**src/hdl/ict_pkg.sv**
```systemverilog
// Shared types and timing figures for the instruction cycle sequencer.
// Assumes one processor clock; all figures are whole clock periods.
package ict_pkg;

  // ---------------------------------------------------------------
  // Widths
  // ---------------------------------------------------------------
  localparam int CLK_W = 9;             // Total clock count width
  localparam int BUS_W = 4;             // Bus cycle count width
  localparam int SLOT_W = 2;            // Index bits inside one bus cycle
  localparam int OPND_W = 16;           // Source operand width
  localparam int SHCNT_W = 6;           // Shift count width
  localparam int ONES_W = 5;            // Bit count width for multiply

  // Clocks taken by one bus read or write
  localparam logic [CLK_W-1:0] BUS_CLK = 9'h004;

  // ---------------------------------------------------------------
  // Types
  // ---------------------------------------------------------------
  typedef enum logic [4:0] {
    ict_add, ict_sub, ict_and, ict_or, ict_compare_op, ict_exclusive_or,
    ict_signed_divide, ict_unsigned_divide, ict_signed_multiply,
    ict_unsigned_multiply, ict_imm_alu, ict_compare_immediate,
    ict_quick_arith, ict_move_quick, ict_clear_group, ict_decimal_invert,
    ict_test_and_set, ict_test_op, ict_set_on_condition, ict_shift_rotate,
    ict_bit_change_set, ict_bit_clear_op, ict_bit_test_op,
    ict_conditional_branch, ict_unconditional_jump_rel,
    ict_branch_to_subroutine, ict_decrement_loop_branch
  } ict_op_t;

  typedef enum logic [1:0] {ict_byte, ict_word, ict_long} ict_size_t;
  typedef enum logic [1:0] {ict_to_data, ict_to_addr, ict_to_mem} ict_dest_t;
  typedef enum logic {ict_idle, ict_run} ict_state_t;
  typedef enum logic [1:0] {ict_ph_idle, ict_ph_read, ict_ph_internal,
                            ict_ph_write} ict_phase_t;

  // Clocks with bus reads and writes
  typedef struct packed {
    logic [CLK_W-1:0] clk;
    logic [BUS_W-1:0] rd;
    logic [BUS_W-1:0] wr;
  } ict_fig_t;

  // ---------------------------------------------------------------
  // Base figures
  // ---------------------------------------------------------------
  localparam ict_fig_t F_R4   = '{9'h004, 4'h1, 4'h0};
  localparam ict_fig_t F_R6   = '{9'h006, 4'h1, 4'h0};
  localparam ict_fig_t F_R8   = '{9'h008, 4'h1, 4'h0};
  localparam ict_fig_t F_R10  = '{9'h00a, 4'h1, 4'h0};
  localparam ict_fig_t F_M8   = '{9'h008, 4'h1, 4'h1};
  localparam ict_fig_t F_M10  = '{9'h00a, 4'h1, 4'h1};
  localparam ict_fig_t F_M12  = '{9'h00c, 4'h1, 4'h2};
  localparam ict_fig_t F_I8   = '{9'h008, 4'h2, 4'h0};
  localparam ict_fig_t F_I10  = '{9'h00a, 4'h2, 4'h0};
  localparam ict_fig_t F_I12  = '{9'h00c, 4'h2, 4'h0};
  localparam ict_fig_t F_I12L = '{9'h00c, 4'h3, 4'h0};
  localparam ict_fig_t F_I14  = '{9'h00e, 4'h3, 4'h0};
  localparam ict_fig_t F_I16  = '{9'h010, 4'h3, 4'h0};
  localparam ict_fig_t F_IM12 = '{9'h00c, 4'h2, 4'h1};
  localparam ict_fig_t F_IM20 = '{9'h014, 4'h3, 4'h2};
  localparam ict_fig_t F_BSR  = '{9'h012, 4'h2, 4'h2};
  localparam ict_fig_t F_MUL  = '{9'h026, 4'h1, 4'h0};
  localparam ict_fig_t F_SIGNED_DIVIDE = '{9'h09e, 4'h1, 4'h0};
  localparam ict_fig_t F_UNSIGNED_DIVIDE = '{9'h08c, 4'h1, 4'h0};
  localparam ict_fig_t F_STAT = '{9'h004, 4'h1, 4'h0};
  localparam logic [CLK_W-1:0] T_MUL_MAX = 9'h046;

endpackage : ict_pkg

```
**src/hdl/ict_seq.sv**
```systemverilog
// Instruction cycle sequencer: works out the clock and bus figures of one
// instruction and paces it: reads first, internal time, writes last.
// Assumes the decode logic on the same clock presents a request with start.
// How it works
// - Address-calculation figures add to base totals
// - Two-operand ops: register 4, memory 8/12
// - Long register ops rise to six clocks, or eight from a direct source
// - Address-slot arithmetic 8 (long 6, or 8 from a direct source), address compare 6
// - Exclusive-or register form needs data-register source
// - Multiply takes 38 plus 2n clocks
// - Signed multiply counts bit transitions over 17 bits
// - Divides take 158 or 140 clocks
// - Immediate forms include literal fetch time
// - Quick address forms, quick move, immediate compare
// - Single-operand clear, invert, test, set timings
// - Shifts take 6/8 plus 2n clocks
// - Bit ops: dynamic maxima, static adds 4(1/0)
// - Branch taken, not taken, subroutine timings
// - Decrement-loop branch: true, looping, expired
`timescale 1ns/1ps
`default_nettype none
module ict_seq (
  input  wire logic                      ref_clk,
  input  wire logic                      nrst,
  input  wire logic                      start,
  input  wire ict_pkg::ict_op_t          op,
  input  wire ict_pkg::ict_size_t        size,
  input  wire ict_pkg::ict_dest_t        dest,
  input  wire logic                      src_direct,
  input  wire logic                      src_data_reg,
  input  wire logic                      use_ea,
  input  wire logic [8:0]                ea_clk,
  input  wire logic [3:0]                ea_rd,
  input  wire logic [3:0]                ea_wr,
  input  wire logic [15:0]               operand,
  input  wire logic [5:0]                shift_cnt,
  input  wire logic                      cond_true,
  input  wire logic                      disp_word,
  input  wire logic                      loop_expired,
  input  wire logic                      bit_static,
  output logic                           busy,
  output logic                           done,
  output logic                           reject,
  output logic                           bus_rd_go,
  output logic                           bus_wr_go,
  output ict_pkg::ict_phase_t            phase,
  output logic [8:0]                     tot_clk,
  output logic [3:0]                     tot_rd,
  output logic [3:0]                     tot_wr
);
  import ict_pkg::*;

  // ---------------------------------------------------------------
  // State
  // ---------------------------------------------------------------
  typedef struct packed {
    ict_state_t       st;       // Idle or running
    ict_phase_t       ph;       // Bus phase of this clock
    logic [CLK_W-1:0] idx;      // Clock index inside the instruction
    logic [CLK_W-1:0] tclk;     // Total clocks
    logic [BUS_W-1:0] trd;      // Total reads
    logic [BUS_W-1:0] twr;      // Total writes
    logic [CLK_W-1:0] rd_end;   // First clock after the reads
    logic [CLK_W-1:0] wr_beg;   // First clock of the writes
    logic             busy;
    logic             done;
    logic             rej;
    logic             rd_go;
    logic             wr_go;
  } ict_seq_st_t;

  ict_seq_st_t s_reg;           // Registered state
  ict_seq_st_t s_next;          // Next state
  ict_fig_t    fig;             // Base figure of the request
  ict_fig_t    tot;             // Base plus address figure
  logic        legal;           // Request form exists
  logic [ONES_W-1:0] n_ones;    // Multiply n
  logic [OPND_W-1:0] pair_x;    // Bit pairs that differ
  logic [CLK_W-1:0]  bus_clks;  // Clocks taken by bus cycles
  logic [CLK_W-1:0]  wr_off;    // Clock offset inside the writes
  logic        is_long;
  logic        long_boost;

  // Zero below the LSB makes the 17-bit value; each differing pair counts
  assign pair_x = operand ^ {operand[OPND_W-2:0], 1'b0};
  assign is_long = (size == ict_long);
  // Long ALU into a register from a direct or immediate source
  assign long_boost = is_long && src_direct;

  // ---------------------------------------------------------------
  // Multiply n
  // ---------------------------------------------------------------
  // Ones of the source, or transitions for the signed form
  always_comb begin
    n_ones = '0;
    for (int i = 0; i < OPND_W; i++) begin
      if (op == ict_signed_multiply) begin
        n_ones = n_ones + ONES_W'(pair_x[i]);
      end else begin
        n_ones = n_ones + ONES_W'(operand[i]);
      end
    end
  end

  // ---------------------------------------------------------------
  // Base figure
  // ---------------------------------------------------------------
  // Table lookup by class, size and destination
  always_comb begin
    fig = F_R4;
    legal = 1'b1;
    case (op)
      ict_add, ict_sub, ict_and, ict_or: begin
        if (dest == ict_to_mem) begin
          fig = is_long ? F_M12 : F_M8;
        end else if (dest == ict_to_addr) begin
          legal = (op == ict_add) || (op == ict_sub);
          fig = is_long ? (src_direct ? F_R8 : F_R6) : F_R8;
        end else if (is_long) begin
          fig = long_boost ? F_R8 : F_R6;
        end else begin
          fig = F_R4;
        end
      end
      ict_compare_op: begin
        legal = (dest != ict_to_mem);
        fig = (dest == ict_to_addr || is_long) ? F_R6 : F_R4;
      end
      ict_exclusive_or: begin
        if (dest == ict_to_mem) begin
          fig = is_long ? F_M12 : F_M8;
        end else begin
          legal = (dest == ict_to_data) && src_data_reg;
          fig = is_long ? F_R8 : F_R4;
        end
      end
      ict_signed_divide, ict_unsigned_divide: begin
        legal = (dest == ict_to_data);
        fig = (op == ict_signed_divide) ? F_SIGNED_DIVIDE : F_UNSIGNED_DIVIDE;
      end
      ict_signed_multiply, ict_unsigned_multiply: begin
        legal = (dest == ict_to_data);
        fig = F_MUL;
        fig.clk = F_MUL.clk + {3'h0, n_ones, 1'b0};
      end
      ict_imm_alu: begin
        legal = (dest != ict_to_addr);
        if (dest == ict_to_mem) begin
          fig = is_long ? F_IM20 : F_IM12;
        end else begin
          fig = is_long ? F_I16 : F_I8;
        end
      end
      ict_compare_immediate: begin
        legal = (dest != ict_to_addr);
        if (dest == ict_to_mem) begin
          fig = is_long ? F_I12L : F_I8;
        end else begin
          fig = is_long ? F_I14 : F_I8;
        end
      end
      ict_quick_arith: begin
        if (dest == ict_to_addr) begin
          legal = (size != ict_byte);
          fig = F_R8;
        end else if (dest == ict_to_mem) begin
          fig = is_long ? F_M12 : F_M8;
        end else begin
          fig = is_long ? F_R8 : F_R4;
        end
      end
      ict_move_quick: begin
        legal = is_long && (dest == ict_to_data);
        fig = F_R4;
      end
      ict_clear_group: begin
        legal = (dest != ict_to_addr);
        if (dest == ict_to_mem) begin
          fig = is_long ? F_M12 : F_M8;
        end else begin
          fig = is_long ? F_R6 : F_R4;
        end
      end
      ict_decimal_invert: begin
        legal = (dest != ict_to_addr);
        fig = (dest == ict_to_mem) ? F_M8 : F_R6;
      end
      ict_test_and_set: begin
        legal = (dest != ict_to_addr);
        fig = (dest == ict_to_mem) ? F_M10 : F_R4;
      end
      ict_test_op: begin
        fig = F_R4;
      end
      ict_set_on_condition: begin
        legal = (dest != ict_to_addr);
        if (dest == ict_to_mem) begin
          fig = F_M8;
        end else begin
          fig = cond_true ? F_R6 : F_R4;
        end
      end
      ict_shift_rotate: begin
        if (dest == ict_to_mem) begin
          legal = !is_long;
          fig = F_M8;
        end else begin
          legal = (dest == ict_to_data);
          fig = is_long ? F_R8 : F_R6;
          fig.clk = fig.clk + {2'h0, shift_cnt, 1'b0};
        end
      end
      ict_bit_change_set, ict_bit_clear_op, ict_bit_test_op: begin
        legal = (dest != ict_to_addr);
        if (dest == ict_to_mem) begin
          fig = (op == ict_bit_test_op) ? F_R4 : F_M8;
        end else if (op == ict_bit_clear_op) begin
          fig = F_R10;
        end else begin
          fig = (op == ict_bit_test_op) ? F_R6 : F_R8;
        end
        if (bit_static) begin
          fig.clk = fig.clk + F_STAT.clk;
          fig.rd = fig.rd + F_STAT.rd;
        end
      end
      ict_conditional_branch: begin
        if (cond_true) begin
          fig = F_I10;
        end else begin
          fig = disp_word ? F_I12 : F_R8;
        end
      end
      ict_unconditional_jump_rel: begin
        fig = F_I10;
      end
      ict_branch_to_subroutine: begin
        fig = F_BSR;
      end
      ict_decrement_loop_branch: begin
        if (cond_true) begin
          fig = F_I12;
        end else begin
          fig = loop_expired ? F_I14 : F_I10;
        end
      end
      default: begin
        legal = 1'b0;
      end
    endcase
  end

  // ---------------------------------------------------------------
  // Totals and sequencing
  // ---------------------------------------------------------------
  // Adds address figures, then paces reads, internal time and writes
  always_comb begin
    tot = fig;
    if (use_ea) begin
      tot.clk = fig.clk + ea_clk;
      tot.rd = fig.rd + ea_rd;
      tot.wr = fig.wr + ea_wr;
    end
    bus_clks = CLK_W'(tot.rd + tot.wr) * BUS_CLK;
    s_next = s_reg;
    s_next.done = 1'b0;
    s_next.rej = 1'b0;
    s_next.rd_go = 1'b0;
    s_next.wr_go = 1'b0;
    s_next.ph = ict_ph_idle;
    case (s_reg.st)
      ict_idle: begin
        if (start) begin
          // Forms that do not exist, or too short for their bus cycles
          if (legal && (bus_clks <= tot.clk)) begin
            s_next.st = ict_run;
            s_next.idx = '0;
            s_next.tclk = tot.clk;
            s_next.trd = tot.rd;
            s_next.twr = tot.wr;
            s_next.rd_end = CLK_W'(tot.rd) * BUS_CLK;
            s_next.wr_beg = tot.clk - CLK_W'(tot.wr) * BUS_CLK;
          end else begin
            s_next.rej = 1'b1;
          end
        end
      end
      ict_run: begin
        if (s_reg.idx == s_reg.tclk - BUS_CLK / BUS_CLK) begin
          s_next.st = ict_idle;
        end else begin
          s_next.idx = s_reg.idx + BUS_CLK / BUS_CLK;
        end
      end
      default: begin
        s_next.st = ict_idle;
      end
    endcase
    wr_off = s_next.idx - s_next.wr_beg;
    s_next.busy = (s_next.st == ict_run);
    if (s_next.busy) begin
      // Reads open the instruction, writes close it, internal between
      if (s_next.idx < s_next.rd_end) begin
        s_next.ph = ict_ph_read;
        s_next.rd_go = (s_next.idx[SLOT_W-1:0] == '0);
      end else if (s_next.idx >= s_next.wr_beg) begin
        s_next.ph = ict_ph_write;
        s_next.wr_go = (wr_off[SLOT_W-1:0] == '0);
      end else begin
        s_next.ph = ict_ph_internal;
      end
      s_next.done = (s_next.idx == s_next.tclk - BUS_CLK / BUS_CLK);
    end
  end

  // Registers the whole state
  always_ff @(posedge ref_clk or negedge nrst) begin
    if (!nrst) begin
      s_reg <= '0;
    end else begin
      s_reg <= s_next;
    end
  end

  assign busy = s_reg.busy;
  assign done = s_reg.done;
  assign reject = s_reg.rej;
  assign bus_rd_go = s_reg.rd_go;
  assign bus_wr_go = s_reg.wr_go;
  assign phase = s_reg.ph;
  assign tot_clk = s_reg.tclk;
  assign tot_rd = s_reg.trd;
  assign tot_wr = s_reg.twr;

  // ---------------------------------------------------------------
  // Checks
  // ---------------------------------------------------------------
  logic [CLK_W-1:0] chk_clks;   // Busy clocks before this one
  logic [BUS_W-1:0] chk_rds;    // Read starts before this one
  logic [BUS_W-1:0] chk_wrs;    // Write starts before this one
  logic             accept;     // Request taken this clock

  assign accept = start && !s_reg.busy && legal && (bus_clks <= tot.clk);

  // Counts what the sequencer really did during a run
  always_ff @(posedge ref_clk or negedge nrst) begin
    if (!nrst) begin
      chk_clks <= '0;
      chk_rds <= '0;
      chk_wrs <= '0;
    end else if (!busy) begin
      chk_clks <= '0;
      chk_rds <= '0;
      chk_wrs <= '0;
    end else begin
      chk_clks <= chk_clks + CLK_W'(1);
      chk_rds <= chk_rds + BUS_W'(bus_rd_go);
      chk_wrs <= chk_wrs + BUS_W'(bus_wr_go);
    end
  end
endmodule : ict_seq
`default_nettype wire

```
**config.mk**
```make
export PLATFORM = sky130hd
export DESIGN_NAME = ict_seq
export DESIGN_NICKNAME = d
export VERILOG_FILES = /design/src/hdl/ict_pkg.sv /design/src/hdl/ict_seq.sv
export SDC_FILE = /design/constraint.sdc
export NUM_CORES = 1
export LEC_CHECK = 0
export BUFFER_PORTS_ARGS = -buffer_cell sky130_fd_sc_hd__buf_2
export CORE_ASPECT_RATIO = 1.5
export CORE_MARGIN = 2
export CORE_UTILIZATION = 40
export CTS_CLUSTER_DIAMETER = 120
export CTS_CLUSTER_SIZE = 40
export DETAILED_ROUTE_END_ITERATION = 7
export GPL_ROUTABILITY_DRIVEN = 0
export PLACE_DENSITY = 0.67
export SLEW_MARGIN = 5
export SYNTH_ARGS = -nofsm -noshare
export SYNTH_HDL_FRONTEND = slang
export SYNTH_SLANG_ARGS = --single-unit
```
**constraint.sdc**
```tcl
create_clock -name ref_clk -period 4.8 [get_ports ref_clk]
set_input_delay 0.24 -clock ref_clk [delete_from_list [all_inputs] [get_ports ref_clk]]
set_output_delay 0.24 -clock ref_clk [all_outputs]
set_load 0.02 [all_outputs]
```
# Word-level counts from Yosys, hierarchy flattened
# Cells that the tools add are included.
totals:
  ff_bits: 51
  latch_bits: 0
  mem_bits_rw: 0
  rom_bits: 0
  in_bits: 58
  wordCells: 193
  memories: 0
op_classes:
  add_sub_neg: 43
  multipliers: 0
  div: 0
  magnitude_cmp: 3
  eq_ne: 33
  shift: 0
  n_mux: 80
  n_bitwise: 2
  reduce_logical: 20
ops:
  columns: ["cell", "count"]
  rows:
  - ["one-hot mux 17 bit (18 select lines)", 1]
  - ["two-way mux 12 bit", 18]
  - ["adder 5 x 1 -> 5 bit", 30]
  - ["two-way mux 11 bit", 8]
  - ["two-way mux 44 bit", 2]
  - ["two-way mux 5 bit", 15]
  - ["two-way mux 13 bit", 5]
  - ["equality test 5 bit, second input constant", 11]
  - ["equality test 5 x 4 -> 1 bit, second input constant", 8]
  - ["two-way mux 35 bit", 1]
  - ["two-way mux 17 bit", 2]
  - ["two-way mux 10 bit", 3]
  - ["equality test 5 x 3 -> 1 bit, second input constant", 4]
  - ["equality test 9 bit", 2]
  - ["one-hot mux 9 bit (2 select lines)", 1]
  - ["subtractor 9 x 1 -> 9 bit, second input constant", 2]
  - ["two-way mux 1 bit", 17]
  - ["two-way mux 16 bit", 1]
  - ["XOR 16 bit", 1]
  - ["equality test 5 x 2 -> 1 bit, second input constant", 2]
  - ["adder 9 x 1 -> 9 bit, second input constant", 1]
  - ["adder 9 x 3 -> 9 bit, second input constant", 1]
  - ["adder 9 bit", 1]
  - [">= comparator 9 bit", 1]
  - ["31 further kinds", 43]

# Depth between registers and ports, before layout
depth:
  ltp_word: 47
  mapped_depth: 63

# Worst setup path before layout
# OpenSTA, ideal clock, no wires.
synth_timing:
  path_kind: "input to register"
  start: "in op[1]"
  end: "reg s_reg (netlist bit phase[0])"
  arrival_time_ns: 12.016
  path_slack_ns: -7.345
  cell_stages: 61
  path_buffers: 3
  path_cell_list: "clkbuf_1 > or3_1 > nor2_1 > nand2_1 > xnor2_1 > inv_1 > fa_1 > inv_1 > ha_1 > inv_1 > fa_1 > inv_1 > ha_1 > ha_1 > ha_1 > ha_1 > ha_1 > ha_1 > [... 25 more ...] > clkbuf_1 > inv_1 > buf_1 > and3_1 > a21o_1 > ha_1 > nand2b_1 > a21o_1 > a21oi_1 > nor2b_1 > o21ai_0 > nand2b_1 > a21oi_1 > nor2b_1 > o21ai_0 > nand2b_1 > a21oi_1 > a21oi_1"
synth_lines:
  columns: ["element", "line", "text"]
  rows:
  - ["start: declaration", "ict_seq.sv:26", "input wire ict_pkg::ict_op_t op,"]
  - ["end signal: assignment", "ict_seq.sv:321", "s_reg <= s_next;"]
  - ["end: declaration", "ict_seq.sv:72", "ict_seq_st_t s_reg;"]

==> flow_summary_export.csv <==
group,metric,value,unit
pwr,p_clk_share,4.0,%
synthesis,yosysWarnings,0,
die,core_area,16700,µm²
setup_path,worstPathMaxFanout,8,
setup_path,crit_top_cell,"ha_4",
global_route,grt_max_degree,52,
clock_network,cts.sinks,51,
route,drt_iter0_drc,480,
synthesis,async_flop_share,100,%
synthesis,synth_top_cell_area_share,18.8,%
pwr,p_int,5.01,mW
synthesis,synth_nets,995,
synthesis,synth-main-ff-cell,"dfrtp_1",
global_route,grt_usage,25.8,%
clock_network,htree_levels,2,
synthesis,synth_compound_area_share,18.8,%
setup_path,cp-end-kind,"flop",
flow_run,drv_cap,0,
global_route,grt_pass1_vias,7730,
synthesis,synth_area_leaders,"dfrtp_1 19%, ha_1 15%, xnor2_1 7.0%",
pwr,pwr-share-comb,86.9,%
cells_and_area,area_growth,58.6,%
route,drt-vias-per-instance,5.58,
synthesis,synth_largest_area_cell,"dfrtp_1",
clock_network,clk_latency,300,ps
setup_path,cp.arrival,10970,ps
setup_path,timing.critical_path.slowest_stage_cell,"fa_1",
placement,dp_cells,1298,
sta,fin_skew,6.57,ps
synthesis,ys_ff_latch,51,
synthesis,yosysMostFrequentCell,"nand2_1",
pwr,ir_drop,467,µV
clock_network,path_clk_slew,70,ps
synthesis,yosys.area_share.simple,21.1,%
pwr,p_seq_share,9.1,%
route,ant_nets,0,
synthesis,synthXorXnorAreaFrac,13.2,%
synthesis,synth.avg_cell_area,8.00,µm²
sta,worst_slew_pin_slew,694,ps
cells_and_area,nets,1323,
setup_path,startpoint_type,"primary input",
clock_network,cts_tree,"built",
placement,portBuffers,81,
synthesis,netlist_top_cells_count,"100 x nand2_1, 81 x ha_1, 65 x inv_1",
route,num_vias,7741,
setup_path,crit_type,"primary input to flop",
die,dieHeight,164,µm
sta,period_needed,10790,ps
die,die_w,110,µm
die,io_pins,82,
sta,finalWorstSetupSlack,-5990,ps
global_route,antenna_found_initial,0,
cells_and_area,drive_gt1_share,45.5,%
clock_network,clockBufferDepth,2,
pwr,power_density,838,nW/µm²
outcome,status,"complete, but fails checks",
cells_and_area,final_cells,1387,
die,initial_utilization,40.7,%
synthesis,synth_edf_count,0,
pwr,switching_power,4.02,mW
synthesis,syn_inst,848,
die,fp-row-count,58,
synthesis,synth_top_family_by_area,"simple AND/OR/NAND/NOR gates",
route,drt-total-wl,25400,µm
clock_network,cts-root-buf,"clkbuf_16",
sta,finalSetupViolations,51,
clock_network,cts_buffers,5,
pwr,static-leakage-power,5.08,nW
setup_path,r2r_cells,23,
setup_path,slowest_delay,530,ps
setup_path,critical_path_depth,56,
cells_and_area,fin_util,64.5,%
synthesis,muxShareOfSynthArea,3.28,%
outcome,violations,"negative setup slack",
sta,final_max_slew_viol_count,0,
sta,hold_viol,0,
min_path,hold_path.class,"primary input to async pin",
route,drt-pass1-iter-count,5,
global_route,grt_pass1_wl,36300,µm
cells_and_area,largest_reg_flops,27,
setup_path,crit_family,"adder cells",
sta,clock.fmax,0.0927,GHz
placement,dp.final_hpwl,16500,µm
synthesis,yosysSeqAreaShare,18.8,%
route,post_drt_wl_per_cell,18.3,µm
synthesis,synthAdderAreaFrac,17.3,%
sta,rsz0062_at_grt,"yes",
route,drc_errors,0,
synthesis,synth_area,6790,µm²
sta,min_period_over_period,225,%
cells_and_area,n_antenna_cell,0,
pwr,power.share.switching,44.5,%
sta,slew_headroom,53.7,%
setup_path,worst-path-buf-inv,7,
die,die_area,18000,µm²
setup_path,crit_required,4980,ps
clock_network,hold_buffers,0,
synthesis,synth_cell_type_count,70,
sta,fin_setup_tns,-237760,ps
global_route,overflow,0,
[timing repair]
action / 4_1_cts / 5_1_grt
buffers inserted: 57 / 27
endpoints found under the hold margin: 0 / 0
pin swaps: 33 / 23
resized for setup: 152 / 48
endpoints found under the setup margin: 51 / 51
[power groups by stage]
stage                     Combinational (mW)  Clock [mW]  Sequential, mW
after floorplan                         4.04           0           0.740
after global placement                  5.93           0           0.774
after detailed placement                6.06           0           0.779
after CTS                               7.00       0.365           0.792
after global routing                    8.42       0.382           0.836
final                                   7.85       0.361           0.820
[cells by family (layout without fill, tap and decap cells)]
logic type      count (synthesis)  after routing
buf+inv                       117            446
xor+xnor                       86             86
fa+ha+maj                      89             89
simple gates                  286            286
mux                            19             19
compound gates                200            200
flops                          51             51
[stage by stage]
step,worst slack (ps),cell area (µm²),total power [mW],hold slack [ps]
floorplan,-5560,7260,4.78,-55.6
global placement,-5820,9130,6.70,394
detailed placement,-6070,9130,6.84,398
CTS,-5560,10300,8.16,84.4
global route,-6420,10800,9.64,114
finish,-5990,10800,9.03,61.7
[path summary, 6_finish.rpt]
path,startpoint,end,slack [ps]
max,op[4],phase[0],-5990
min,nrst,s_reg[47],60
max reg2reg,tot_clk[0],phase[0],-60
min reg2reg,tot_rd[2],tot_rd[2],470
max in group asynchronous,nrst,tot_rd[3],4260
min in group ref_clk,start,reject,330
[cell usage in the layout, fill, tap and decap left out, types with 21 or more instances in the layout]
| cell | count |
|---|---|
| buf_4 | 221 |
| nand2_1 | 87 |
| buf_2 | 79 |
| buf_6 | 63 |
| ha_1 | 52 |
| xnor2_1 | 51 |
| dfrtp_1 | 51 |
| inv_1 | 49 |
| nor2_1 | 41 |
| o21ai_0 | 39 |
| a21oi_1 | 36 |
| ha_4 | 27 |
| nand2b_1 | 26 |
| xor2_1 | 21 |
[layout make-up]
class / count / area [µm²]
multi-input cells: 680 / 5940
fillers: 1315 / 5930
repair buffers: 371 / 2880
flip-flops and latches: 51 / 1280
well taps: 210 / 263
inverters: 67 / 262
clock buffers: 5 / 125
clock inverters: 3 / 18.8
[layer usage]
layer / global-route usage [%] / up-vias / wire [µm]
met4: 16.1 / 0 / 1740
li1: - / 3603 / -
met1: 25.6 / 3650 / 8730
met5: 0 / - / 0
met3: 3.23 / 134 / 1260
met2: 49.0 / 354 / 13700
(Power assumes the default switching activity.)
